`config.mk`:
```
export PLATFORM = sky130hd
export DESIGN_NAME = audio_config_register_a
export DESIGN_NICKNAME = d
export VERILOG_FILES = /design/src/rtl/output_limiter.v /design/src/rtl/input_sample_path.v /design/src/rtl/audio_config_register_a.v
export VERILOG_INCLUDE_DIRS = /design/src /design/src/rtl
export SDC_FILE = /design/constraint.sdc
export NUM_CORES = 2
export LEC_CHECK = 0
export BUFFER_PORTS_ARGS = -buffer_cell sky130_fd_sc_hd__buf_2
export CELL_PAD_IN_SITES_DETAIL_PLACEMENT = 0
export CELL_PAD_IN_SITES_GLOBAL_PLACEMENT = 1
export CORE_AREA = 3 3 249 251
export CTS_CLUSTER_DIAMETER = 200
export DETAILED_ROUTE_END_ITERATION = 7
export DIE_AREA = 0 0 252 254
export PLACE_DENSITY_LB_ADDON = 0.1
export RECOVER_POWER = 25
export SYNTH_ARGS = -nofsm -noshare
export SYNTH_HDL_FRONTEND = slang
export SYNTH_SLANG_ARGS = --single-unit
```
`constraint.sdc`:
```
create_clock -name ref_clk_in -period 15.5 [get_ports ref_clk_in]
set_input_delay 1.55 -clock ref_clk_in [delete_from_list [all_inputs] [get_ports ref_clk_in]]
set_output_delay 1.55 -clock ref_clk_in [all_outputs]
set_load 0.005 [all_outputs]
```
`src/rtl/config_reg_a_defs.vh`:
```
// constants for configuration register a and its datapath helpers
`ifndef CONFIG_REG_A_DEFS_VH
`define CONFIG_REG_A_DEFS_VH
// register location and reset image
`define CFG_A_OFFSET 7'h5A
`define CFG_A_RESET 16'h1170
`define CFG_A_RESERVED_MASK 16'h0000
// field positions
`define FLD_FULL_COMPLIANCE 0
`define FLD_DOUBLE_BUFFER 1
`define FLD_GAIN_LO 2
`define FLD_GAIN_HI 3
`define FLD_AMP_RESET 4
`define FLD_ZERO_DETECT 5
`define FLD_TRUTH_TABLE 6
`define FLD_PLL_MULT 7
`define FLD_PLL_ROUTE 8
`define FLD_MCLK_RATE 9
`define FLD_INPUT_SEL 10
`define FLD_SPDIF_MODE 11
`define FLD_AA_THR_LO 12
`define FLD_AA_THR_HI 13
`define FLD_RATIO_DEBUG 14
`define FLD_RESAMPLER_BYPASS 15
// anti-alias band edges in Hz and derived input periods in ref clock cycles
`define REF_CLK_HZ 40000000
`define AA_BAND1_LO_HZ 58875
`define AA_BAND1_HI_HZ 61125
`define AA_BAND2_LO_HZ 78973
`define AA_BAND2_HI_HZ 81000
`define AA_BAND1_ON_CYC (`REF_CLK_HZ / `AA_BAND1_HI_HZ)
`define AA_BAND1_OFF_CYC (`REF_CLK_HZ / `AA_BAND1_LO_HZ)
`define AA_BAND2_ON_CYC (`REF_CLK_HZ / `AA_BAND2_HI_HZ)
`define AA_BAND2_OFF_CYC (`REF_CLK_HZ / `AA_BAND2_LO_HZ)
// zero detect run length in samples
`define ZERO_RUN_SAMPLES 12'h800
// the nine limiter constants
`define LIM_ATTACK_THR 24'h7A0000
`define LIM_RELEASE_THR 24'h5A0000
`define LIM_ATTACK_STEP 16'h0040
`define LIM_ATTACK_EVERY 8'h04
`define LIM_RELEASE_STEP 16'h0008
`define LIM_RELEASE_EVERY 8'h40
`define LIM_HOLD_SAMPLES 16'h12C0
`define LIM_UNITY 16'h8000
`define LIM_FLOOR 16'h1000
`endif

```
`src/rtl/output_limiter.v`:
```
// output gain stage with clipping and gain compression
`timescale 1ns/10ps
`default_nettype none
`include "config_reg_a_defs.vh"
module output_limiter #(
  parameter W = 24
) (
  input wire clk_in,
  input wire reset_in,
  input wire [1:0] gain_sel_in,
  input wire [W-1:0] sample_in,
  input wire valid_in,
  output reg [W-1:0] sample_out,
  output reg valid_out
);
  reg signed [W+1:0] gained;
  reg [15:0] gain_q;
  reg [15:0] hold_cnt;
  reg [7:0] atk_cnt;
  reg [7:0] rel_cnt;
  wire signed [W+1:0] x = {{2{sample_in[W-1]}}, sample_in};
  wire compress = gain_sel_in[0];
  wire signed [W+18:0] prod = gained * $signed({1'b0, gain_q});
  wire signed [W+3:0] scaled = prod[W+18:15];
  wire [W+3:0] mag = scaled[W+3] ? -scaled : scaled;
  wire over = scaled > $signed({5'h00, {(W-1){1'b1}}});
  wire under = scaled < $signed({5'h1F, {(W-1){1'b0}}});
  // gain select: 1x, 2x or 3x
  always @* begin
    case (gain_sel_in)
      2'b00: gained = x;
      2'b01, 2'b10: gained = x <<< 1;
      default: gained = x + (x <<< 1);
    endcase
  end
  // clip, attack on loud samples, release after a quiet hold
  always @(posedge clk_in) begin
    if (reset_in) begin
      gain_q <= `LIM_UNITY;
      hold_cnt <= 16'h0000;
      atk_cnt <= 8'h00;
      rel_cnt <= 8'h00;
      sample_out <= {W{1'b0}};
      valid_out <= 1'b0;
    end else begin
      valid_out <= valid_in;
      if (valid_in) begin
        if (over) sample_out <= {1'b0, {(W-1){1'b1}}};
        else if (under) sample_out <= {1'b1, {(W-1){1'b0}}};
        else sample_out <= scaled[W-1:0];
        if (!compress) begin
          gain_q <= `LIM_UNITY;
          hold_cnt <= 16'h0000;
        end else if (mag > {4'h0, `LIM_ATTACK_THR}) begin
          hold_cnt <= 16'h0000;
          rel_cnt <= 8'h00;
          atk_cnt <= (atk_cnt == `LIM_ATTACK_EVERY - 8'h01) ? 8'h00 : atk_cnt + 8'h01;
          if (atk_cnt == 8'h00)
            gain_q <= (gain_q > `LIM_FLOOR + `LIM_ATTACK_STEP) ?
              gain_q - `LIM_ATTACK_STEP : `LIM_FLOOR;
        end else if (mag < {4'h0, `LIM_RELEASE_THR}) begin
          atk_cnt <= 8'h00;
          if (hold_cnt < `LIM_HOLD_SAMPLES) hold_cnt <= hold_cnt + 16'h0001;
          else begin
            rel_cnt <= (rel_cnt == `LIM_RELEASE_EVERY - 8'h01) ? 8'h00 : rel_cnt + 8'h01;
            if (rel_cnt == 8'h00)
              gain_q <= (gain_q < `LIM_UNITY - `LIM_RELEASE_STEP) ?
                gain_q + `LIM_RELEASE_STEP : `LIM_UNITY;
          end
        end else begin
          hold_cnt <= 16'h0000;
        end
      end
    end
  end
endmodule // output_limiter
`default_nettype wire

```
`src/rtl/input_sample_path.v`:
```
// input source selection, double buffering and resampler bypass
`timescale 1ns/10ps
`default_nettype none
module input_sample_path #(
  parameter W = 24
) (
  input wire clk_in,
  input wire reset_in,
  input wire source_sel_in,
  input wire double_buf_en_in,
  input wire bypass_in,
  input wire [W-1:0] serial_sample_in,
  input wire serial_valid_in,
  input wire [W-1:0] spdif_sample_in,
  input wire spdif_valid_in,
  input wire [W-1:0] resampled_in,
  input wire resampled_valid_in,
  input wire frame_tick_in,
  output reg [W-1:0] feed_sample_out,
  output reg feed_valid_out,
  output reg [W-1:0] dsp_sample_out,
  output reg dsp_valid_out
);
  reg [W-1:0] held;
  reg held_full;
  reg [W-1:0] next_sel;
  reg next_valid;
  // serial input either straight through or released on the frame tick
  always @* begin
    if (source_sel_in) begin
      next_sel = spdif_sample_in;
      next_valid = spdif_valid_in;
    end else if (double_buf_en_in) begin
      next_sel = held;
      next_valid = frame_tick_in & held_full;
    end else begin
      next_sel = serial_sample_in;
      next_valid = serial_valid_in;
    end
  end
  // holding register, a new sample wins over the release
  always @(posedge clk_in) begin
    if (reset_in) begin
      held <= {W{1'b0}};
      held_full <= 1'b0;
      feed_sample_out <= {W{1'b0}};
      feed_valid_out <= 1'b0;
      dsp_sample_out <= {W{1'b0}};
      dsp_valid_out <= 1'b0;
    end else begin
      if (serial_valid_in) begin
        held <= serial_sample_in;
        held_full <= 1'b1;
      end else if (frame_tick_in) held_full <= 1'b0;
      feed_sample_out <= next_sel;
      feed_valid_out <= next_valid & ~bypass_in;
      dsp_sample_out <= bypass_in ? next_sel : resampled_in;
      dsp_valid_out <= bypass_in ? next_valid : resampled_valid_in;
    end
  end
endmodule // input_sample_path
`default_nettype wire

```
`src/rtl/audio_config_register_a.v`:
```
// configuration register a with the datapath controls it steers
//
// Function
// - reserved bits masked on read only with compliance bit 0 clear
// - bit 1 enables serial input double buffering
// - gain bits pick 1x/2x/3x and compression
// - bit 4 resets amplifier; bit 5 zero detect
// - bit 6 picks amplifier truth table
// - bit 8 low or test mode bypasses pll
// - bit 9 picks master clock out rate
// - bit 10 picks serial or spdif input
// - bit 11 picks spdif analog or digital
// - threshold bits set anti-alias engage band
// - bit 14 sends ratio value to channels
// - bit 15 bypasses the sample rate converter
// - above full scale clips without compression
// - compression attacks above near-full-scale threshold
// - quiet hold then release raises gain
// - nine constants shape attack and release
`timescale 1ns/10ps
`default_nettype none
`include "config_reg_a_defs.vh"
module audio_config_register_a #(
  parameter W = 24,
  parameter CNT_W = 12
) (
  input wire ref_clk_in,
  input wire reset_in,
  input wire test_mode_in,
  input wire reg_wr_in,
  input wire reg_rd_in,
  input wire [6:0] reg_addr_in,
  input wire [15:0] reg_wdata_in,
  input wire [W-1:0] serial_sample_in,
  input wire serial_valid_in,
  input wire [W-1:0] spdif_sample_in,
  input wire spdif_valid_in,
  input wire [W-1:0] resampled_in,
  input wire resampled_valid_in,
  input wire frame_tick_in,
  input wire [W-1:0] gain_stage_sample_in,
  input wire gain_stage_valid_in,
  input wire [W-1:0] ratio_value_in,
  output reg [15:0] reg_rdata_out,
  output reg reg_rvalid_out,
  output wire [W-1:0] resampler_feed_out,
  output wire resampler_feed_valid_out,
  output wire [W-1:0] dsp_sample_out,
  output wire dsp_valid_out,
  output reg [W-1:0] channel_sample_out,
  output reg channel_valid_out,
  output reg input_double_buffer_en_out,
  output reg [1:0] amp_gain_sel_out,
  output reg amp_stage_reset_out,
  output reg amp_zero_detect_en_out,
  output reg zero_detected_out,
  output reg amp_truth_table_sel_out,
  output reg pll_mult_sel_out,
  output reg pll_route_out,
  output reg master_clk_out_rate_sel_out,
  output reg input_source_sel_out,
  output reg spdif_digital_mode_out,
  output reg antialias_engage_out,
  output reg ratio_debug_en_out,
  output reg resampler_bypass_out
);
  // measurement states
  localparam [1:0] MEAS_IDLE = 2'b00;
  localparam [1:0] MEAS_RUN = 2'b01;
  localparam [1:0] MEAS_STALE = 2'b10;
  // band edges in ref clock cycles, cut to the counter width where used
  localparam [31:0] BAND1_ON = `AA_BAND1_ON_CYC;
  localparam [31:0] BAND1_OFF = `AA_BAND1_OFF_CYC;
  localparam [31:0] BAND2_ON = `AA_BAND2_ON_CYC;
  localparam [31:0] BAND2_OFF = `AA_BAND2_OFF_CYC;

  reg [15:0] config_register_a;
  reg tm_s1;
  reg tm_s2;
  reg tm_s3;
  reg test_mode;
  reg [1:0] meas_state;
  reg [1:0] next_meas_state;
  reg [CNT_W-1:0] period_cnt;
  reg [CNT_W-1:0] on_cyc;
  reg [CNT_W-1:0] off_cyc;
  reg [11:0] zero_run;
  wire hit = reg_addr_in == `CFG_A_OFFSET;
  wire [W-1:0] lim_sample;
  wire lim_valid;
  wire lim_reset = reset_in | config_register_a[`FLD_AMP_RESET];
  wire rate_strobe = config_register_a[`FLD_INPUT_SEL] ? spdif_valid_in : serial_valid_in;
  wire [1:0] thr = {config_register_a[`FLD_AA_THR_HI], config_register_a[`FLD_AA_THR_LO]};
  wire cnt_full = &period_cnt;
  wire [15:0] read_image = config_register_a[`FLD_FULL_COMPLIANCE] ? config_register_a :
    (config_register_a & ~`CFG_A_RESERVED_MASK);

  // register write, all sixteen bits at once
  always @(posedge ref_clk_in) begin
    if (reset_in) config_register_a <= `CFG_A_RESET;
    else if (reg_wr_in && hit) config_register_a <= reg_wdata_in;
  end

  // register read, answered one cycle after the request
  always @(posedge ref_clk_in) begin
    if (reset_in) begin
      reg_rdata_out <= 16'h0000;
      reg_rvalid_out <= 1'b0;
    end else begin
      reg_rvalid_out <= reg_rd_in;
      if (reg_rd_in) reg_rdata_out <= hit ? read_image : 16'h0000;
    end
  end

  // test mode pin synchroniser, change taken when stages two and three agree
  always @(posedge ref_clk_in) begin
    if (reset_in) begin
      tm_s1 <= 1'b0;
      tm_s2 <= 1'b0;
      tm_s3 <= 1'b0;
      test_mode <= 1'b0;
    end else begin
      tm_s1 <= test_mode_in;
      tm_s2 <= tm_s1;
      tm_s3 <= tm_s2;
      if (tm_s2 == tm_s3) test_mode <= tm_s3;
    end
  end

  // configuration fields presented as registered control outputs
  always @(posedge ref_clk_in) begin
    if (reset_in) begin
      input_double_buffer_en_out <= 1'b0;
      amp_gain_sel_out <= 2'b00;
      amp_stage_reset_out <= 1'b1;
      amp_zero_detect_en_out <= 1'b1;
      amp_truth_table_sel_out <= 1'b1;
      pll_mult_sel_out <= 1'b0;
      pll_route_out <= 1'b1;
      master_clk_out_rate_sel_out <= 1'b0;
      input_source_sel_out <= 1'b0;
      spdif_digital_mode_out <= 1'b0;
      ratio_debug_en_out <= 1'b0;
      resampler_bypass_out <= 1'b0;
    end else begin
      input_double_buffer_en_out <= config_register_a[`FLD_DOUBLE_BUFFER];
      amp_gain_sel_out <= {config_register_a[`FLD_GAIN_HI],
        config_register_a[`FLD_GAIN_LO]};
      amp_stage_reset_out <= config_register_a[`FLD_AMP_RESET];
      amp_zero_detect_en_out <= config_register_a[`FLD_ZERO_DETECT];
      amp_truth_table_sel_out <= config_register_a[`FLD_TRUTH_TABLE];
      pll_mult_sel_out <= config_register_a[`FLD_PLL_MULT];
      pll_route_out <= config_register_a[`FLD_PLL_ROUTE] & ~test_mode;
      master_clk_out_rate_sel_out <= config_register_a[`FLD_MCLK_RATE];
      input_source_sel_out <= config_register_a[`FLD_INPUT_SEL];
      spdif_digital_mode_out <= config_register_a[`FLD_SPDIF_MODE];
      ratio_debug_en_out <= config_register_a[`FLD_RATIO_DEBUG];
      resampler_bypass_out <= config_register_a[`FLD_RESAMPLER_BYPASS];
    end
  end

  // band edges for the selected anti-alias threshold
  always @* begin
    case (thr)
      2'b10: begin
        on_cyc = BAND1_ON[CNT_W-1:0];
        off_cyc = BAND1_OFF[CNT_W-1:0];
      end
      2'b01: begin
        on_cyc = BAND2_ON[CNT_W-1:0];
        off_cyc = BAND2_OFF[CNT_W-1:0];
      end
      default: begin
        on_cyc = {CNT_W{1'b0}};
        off_cyc = {CNT_W{1'b0}};
      end
    endcase
  end

  // input rate measurement sequencing
  always @* begin
    case (meas_state)
      MEAS_IDLE: next_meas_state = rate_strobe ? MEAS_RUN : MEAS_IDLE;
      MEAS_RUN: next_meas_state = (cnt_full && !rate_strobe) ? MEAS_STALE : MEAS_RUN;
      MEAS_STALE: next_meas_state = rate_strobe ? MEAS_RUN : MEAS_STALE;
      default: next_meas_state = MEAS_IDLE;
    endcase
  end

  // period count between input strobes and engage decision with hysteresis
  always @(posedge ref_clk_in) begin
    if (reset_in) begin
      meas_state <= MEAS_IDLE;
      period_cnt <= {CNT_W{1'b0}};
      antialias_engage_out <= 1'b0;
    end else begin
      meas_state <= next_meas_state;
      if (rate_strobe) period_cnt <= {CNT_W{1'b0}};
      else if (!cnt_full) period_cnt <= period_cnt + {{(CNT_W-1){1'b0}}, 1'b1};
      if (thr == 2'b11) antialias_engage_out <= 1'b1;
      else if (thr == 2'b00) antialias_engage_out <= 1'b0;
      else if (meas_state == MEAS_STALE) antialias_engage_out <= 1'b0;
      else if (rate_strobe && meas_state == MEAS_RUN) begin
        if (period_cnt <= on_cyc) antialias_engage_out <= 1'b1;
        else if (period_cnt >= off_cyc) antialias_engage_out <= 1'b0;
      end
    end
  end

  // zero detect over a run of silent samples at the gain stage input
  always @(posedge ref_clk_in) begin
    if (reset_in) begin
      zero_run <= 12'h000;
      zero_detected_out <= 1'b0;
    end else begin
      if (!config_register_a[`FLD_ZERO_DETECT]) zero_run <= 12'h000;
      else if (gain_stage_valid_in) begin
        if (gain_stage_sample_in != {W{1'b0}}) zero_run <= 12'h000;
        else if (zero_run != `ZERO_RUN_SAMPLES) zero_run <= zero_run + 12'h001;
      end
      zero_detected_out <= config_register_a[`FLD_ZERO_DETECT] &&
        zero_run == `ZERO_RUN_SAMPLES;
    end
  end

  // source selection, double buffering and resampler bypass
  input_sample_path #(
    .W(W)
  ) u_path (
    .clk_in(ref_clk_in),
    .reset_in(reset_in),
    .source_sel_in(config_register_a[`FLD_INPUT_SEL]),
    .double_buf_en_in(config_register_a[`FLD_DOUBLE_BUFFER]),
    .bypass_in(config_register_a[`FLD_RESAMPLER_BYPASS]),
    .serial_sample_in(serial_sample_in),
    .serial_valid_in(serial_valid_in),
    .spdif_sample_in(spdif_sample_in),
    .spdif_valid_in(spdif_valid_in),
    .resampled_in(resampled_in),
    .resampled_valid_in(resampled_valid_in),
    .frame_tick_in(frame_tick_in),
    .feed_sample_out(resampler_feed_out),
    .feed_valid_out(resampler_feed_valid_out),
    .dsp_sample_out(dsp_sample_out),
    .dsp_valid_out(dsp_valid_out)
  );

  // gain, clipping and compression, held in reset by the amplifier reset bit
  output_limiter #(
    .W(W)
  ) u_limiter (
    .clk_in(ref_clk_in),
    .reset_in(lim_reset),
    .gain_sel_in({config_register_a[`FLD_GAIN_HI], config_register_a[`FLD_GAIN_LO]}),
    .sample_in(gain_stage_sample_in),
    .valid_in(gain_stage_valid_in),
    .sample_out(lim_sample),
    .valid_out(lim_valid)
  );

  // channel output carries either audio or the rate ratio value
  always @(posedge ref_clk_in) begin
    if (reset_in) begin
      channel_sample_out <= {W{1'b0}};
      channel_valid_out <= 1'b0;
    end else begin
      channel_valid_out <= lim_valid;
      if (lim_valid)
        channel_sample_out <= config_register_a[`FLD_RATIO_DEBUG] ?
          ratio_value_in : lim_sample;
    end
  end
endmodule // audio_config_register_a
`default_nettype wire

```
==> results.md <==
- Status: complete, but fails checks
- Failing checks: max-capacitance violations, max-slew violations
- Via density per instance: 5.39
- Final Instance Area: 0.0316 mm2
- Starting Density: 0.469
- Area growth from synthesis to layout: 12.0%
- Setup Skew: 27.5 ps
- Sequential share of the synthesized area: 0.176
- Maximum clock path buffer count: 3
- HP Start: tm_s3
- VDD IR max: 0.0000778 V
- First-pass GRT wire length: 129 mm
- Final non-filler cell total: 4348
- Hold buffers post-CTS: 0
- GR Util All Layers: 0.251
- Critical Path Source Type: primary input
- Netlist Area Pre-Place: 0.0282 mm2
- Vias in the first global route: 24001
- Tmin final: 13950 ps
- Relative slew slack: -1.72
- Max-cap violations: 1
- Post_cts resized: 0
- EDFF count, synth: 0
- Worst setup path start: gain_stage_sample_in[1]
- Yosys warning count: 0
- Final nets: 4262
- Worst slew pin tran: 4080 ps
- Fraction of registers with async set/reset: 0
- RSZ-0062 raised after global routing: no
- Count of unique library cells instantiated by Yosys: 88
- Clock Latency Late Sink: 580 ps
- CP max stage delay: 730 ps
- Via Count: 23442
- Setup crit end kind: flip-flop
- Pwr dens: 77.6 mW/mm2
- Die area: 0.0640 mm2
- Worst-path clk slew: 60 ps
- Largest net degree at the start of global routing: 92
- Initial antenna violation count: 3
- WP data required: 15970 ps
- Die width: 252 um
- Clock tree from TritonCTS: done
- Hold crit path type: reg2reg
- Final core area utilization: 0.525
- # Post-CTS Setup Buffers: 0
- Die span in y: 254 um
- Primary FF master, synth: dfxtp_1
- Root buffer cell: clkbuf_16
- TritonRoute pass-1 iters: 6
- Max Clk Rate: 0.0717 GHz
- Layout cell share with drive strength beyond 1: 0.112
- Final Hold Fails: 0
- IO buf count: 259
- Setup_tns: 0 ps
- Gpl congestion: 0.885
- Total CTS buffers: 29
- Global route overflow: 0
- Cells after synthesis: 3286
- Crit-path slowest cell: a222oi_1
- Inst Count DP: 4292
- Setup-failing EPs final: 0
- Setup CP Type: in2reg
- DR DRC count: 0
- Area of placed instances: 0.0305 mm2
- Final HPWL DP: 62.9 mm
- P_leak: 15.0 nW
- Worst r2r src: config_register_a[2]
- Crit path DAT: 14420 ps
- Worst Path Max Fanout: 13
- Number of synthesized register bits: 248
- Fin crit share: 0.900
- WL final: 79.8 mm
- IO Count: 260
- H-tree levels: 1
- WL/cell: 18.4 um
- Core area: 0.0601 mm2
- Sink Count: 248
- Total Power: 2.45 mW
- Detail Route Antenna Nets: 0
- # rows: 90
- Avg Cell Area, Syn: 8.57 um2
- Slew Limit Fails: 92
- Initial DRC Count: 1410
[cell usage in the layout (no fill, tap or decap), drive strengths merged, types with 19 or more instances in the layout]
cell      n
nor3     36
nand2   333
nand3    41
mux2i   105
a31oi    20
nor2b    68
clkbuf   36
buf     304
xor2     38
and2    167
inv     520
and3     30
a221oi   22
a21oi   171
nand4    39
a211oi   38
o21ai    95
ha      177
conb     84
nor2    226
or3      26
fa      391
dfxtp   248
a21o     35
xnor2    37
nand2b   19
[synth_stat cells, types with 6 or more instances]
cell type,number,area (um2)
a211o_1,7,61.3
a211oi_1,37,278
a21boi_0,8,60.1
a21o_1,35,263
a21oi_1,171,856
a221oi_1,22,193
a22oi_1,7,52.6
a31oi_1,19,119
and2_1,167,1040
and3_1,30,188
buf_1,11,41.3
clkbuf_1,148,556
dfxtp_1,248,4960
fa_1,391,7830
ha_1,177,2210
inv_1,516,1940
mux2i_1,105,1050
nand2_1,333,1250
nand2b_1,19,119
nand3_1,41,205
nand3b_1,9,67.6
nand4_1,39,244
nor2_1,225,845
nor2b_1,68,425
nor3_1,36,180
nor3b_1,11,82.6
nor4_1,12,75.1
nor4b_1,7,61.3
o211ai_1,11,82.6
o21a_1,17,128
o21ai_0,91,455
o21bai_1,9,67.6
o22ai_1,6,37.5
o2bb2a_1,8,80.1
o31a_1,6,52.6
o31ai_1,18,135
or2_2,15,93.8
or3_1,26,163
or4_1,8,60.1
xnor2_1,37,324
xor2_1,38,333
[logic make-up (layout without fill, tap and decap cells)]
kind of cell,Yosys count,after routing,share of synthesized area
AOI/OAI and AO/OA,543,543,0.127
xor gates and xnor gates,75,75,0.0233
adders and majority gates,568,568,0.356
buffers and inverters,679,875,0.0909
DFF,248,248,0.176
muxes,109,109,0.0389
other,2,86,0.000267
and+or+nand+nor,1062,1062,0.187
[final timing paths]
| kind | endpoint | slack [ps] | cells past startpoint |
|---|---|---|---|
| hold / removal | test_mode | 460 | 2 |
| setup / recovery | u_limiter.hold_cnt[10] | 1550 | 44 |
| setup reg to reg | u_limiter.hold_cnt[10] | 3160 | 35 |
| hold reg to reg | test_mode | 460 | 2 |
[per-layer routing]
layer  routed length (um)  global-route usage  part of all wire
met2                39500               0.443              0.49
met5                    0                   0                 0
met3                 3380              0.0237             0.042
met4                 1830              0.0613             0.023
met1                35100               0.333              0.44
[critical path, delay by kind of cell]
family | cells | cell delay, ps
buffers and inverters | 5 | 530
AO/OA/AOI/OAI | 22 | 5620
AND/OR/NAND/NOR | 9 | 2950
adder cells (fa/ha/maj) | 8 | 3750
[where the power goes]
group | switching (mW) | total, mW | internal (mW)
Clock | 0.293 | 0.745 | 0.452
Combinational | 0.683 | 1.05 | 0.365
Sequential | 0.00553 | 0.656 | 0.650
Total | 0.981 | 2.45 | 1.47
[per-stage QoR]
stage | setup slack [ps] | hold WS [ps]
after floorplan | 2880 | 414
after global placement | 1370 | 426
after detailed placement | 1200 | 438
after CTS | 1730 | 456
after global routing | 712 | 472
final | 1550 | 455
[sequential cells by signal (all words and copies together), names as in the netlist, 2 cells and up]
signal / flops
zero_run: 12
period_cnt: 12
u_limiter.sample_out: 24
reg_rdata_out: 16
u_limiter.rel_cnt: 8
u_path.dsp_sample_out: 24
amp_gain_sel_out: 2
u_path.feed_sample_out: 24
channel_sample_out: 24
u_path.held: 24
u_limiter.gain_q: 13
meas_state: 2
u_limiter.atk_cnt: 8
config_register_a: 16
u_limiter.hold_cnt: 16
[layout make-up]
class / count / area (um2)
Fill cell: 5787 / 28600
Multi-Input combinational cell: 2441 / 21000
Sequential cell: 248 / 4970
Inverter: 516 / 1940
Timing Repair Buffer: 305 / 1640
Tap cell: 782 / 978
Clock buffer: 35 / 788
Clock inverter: 19 / 274
Antenna cell: 2 / 5.00
Power figures use the tool's default switching activity.
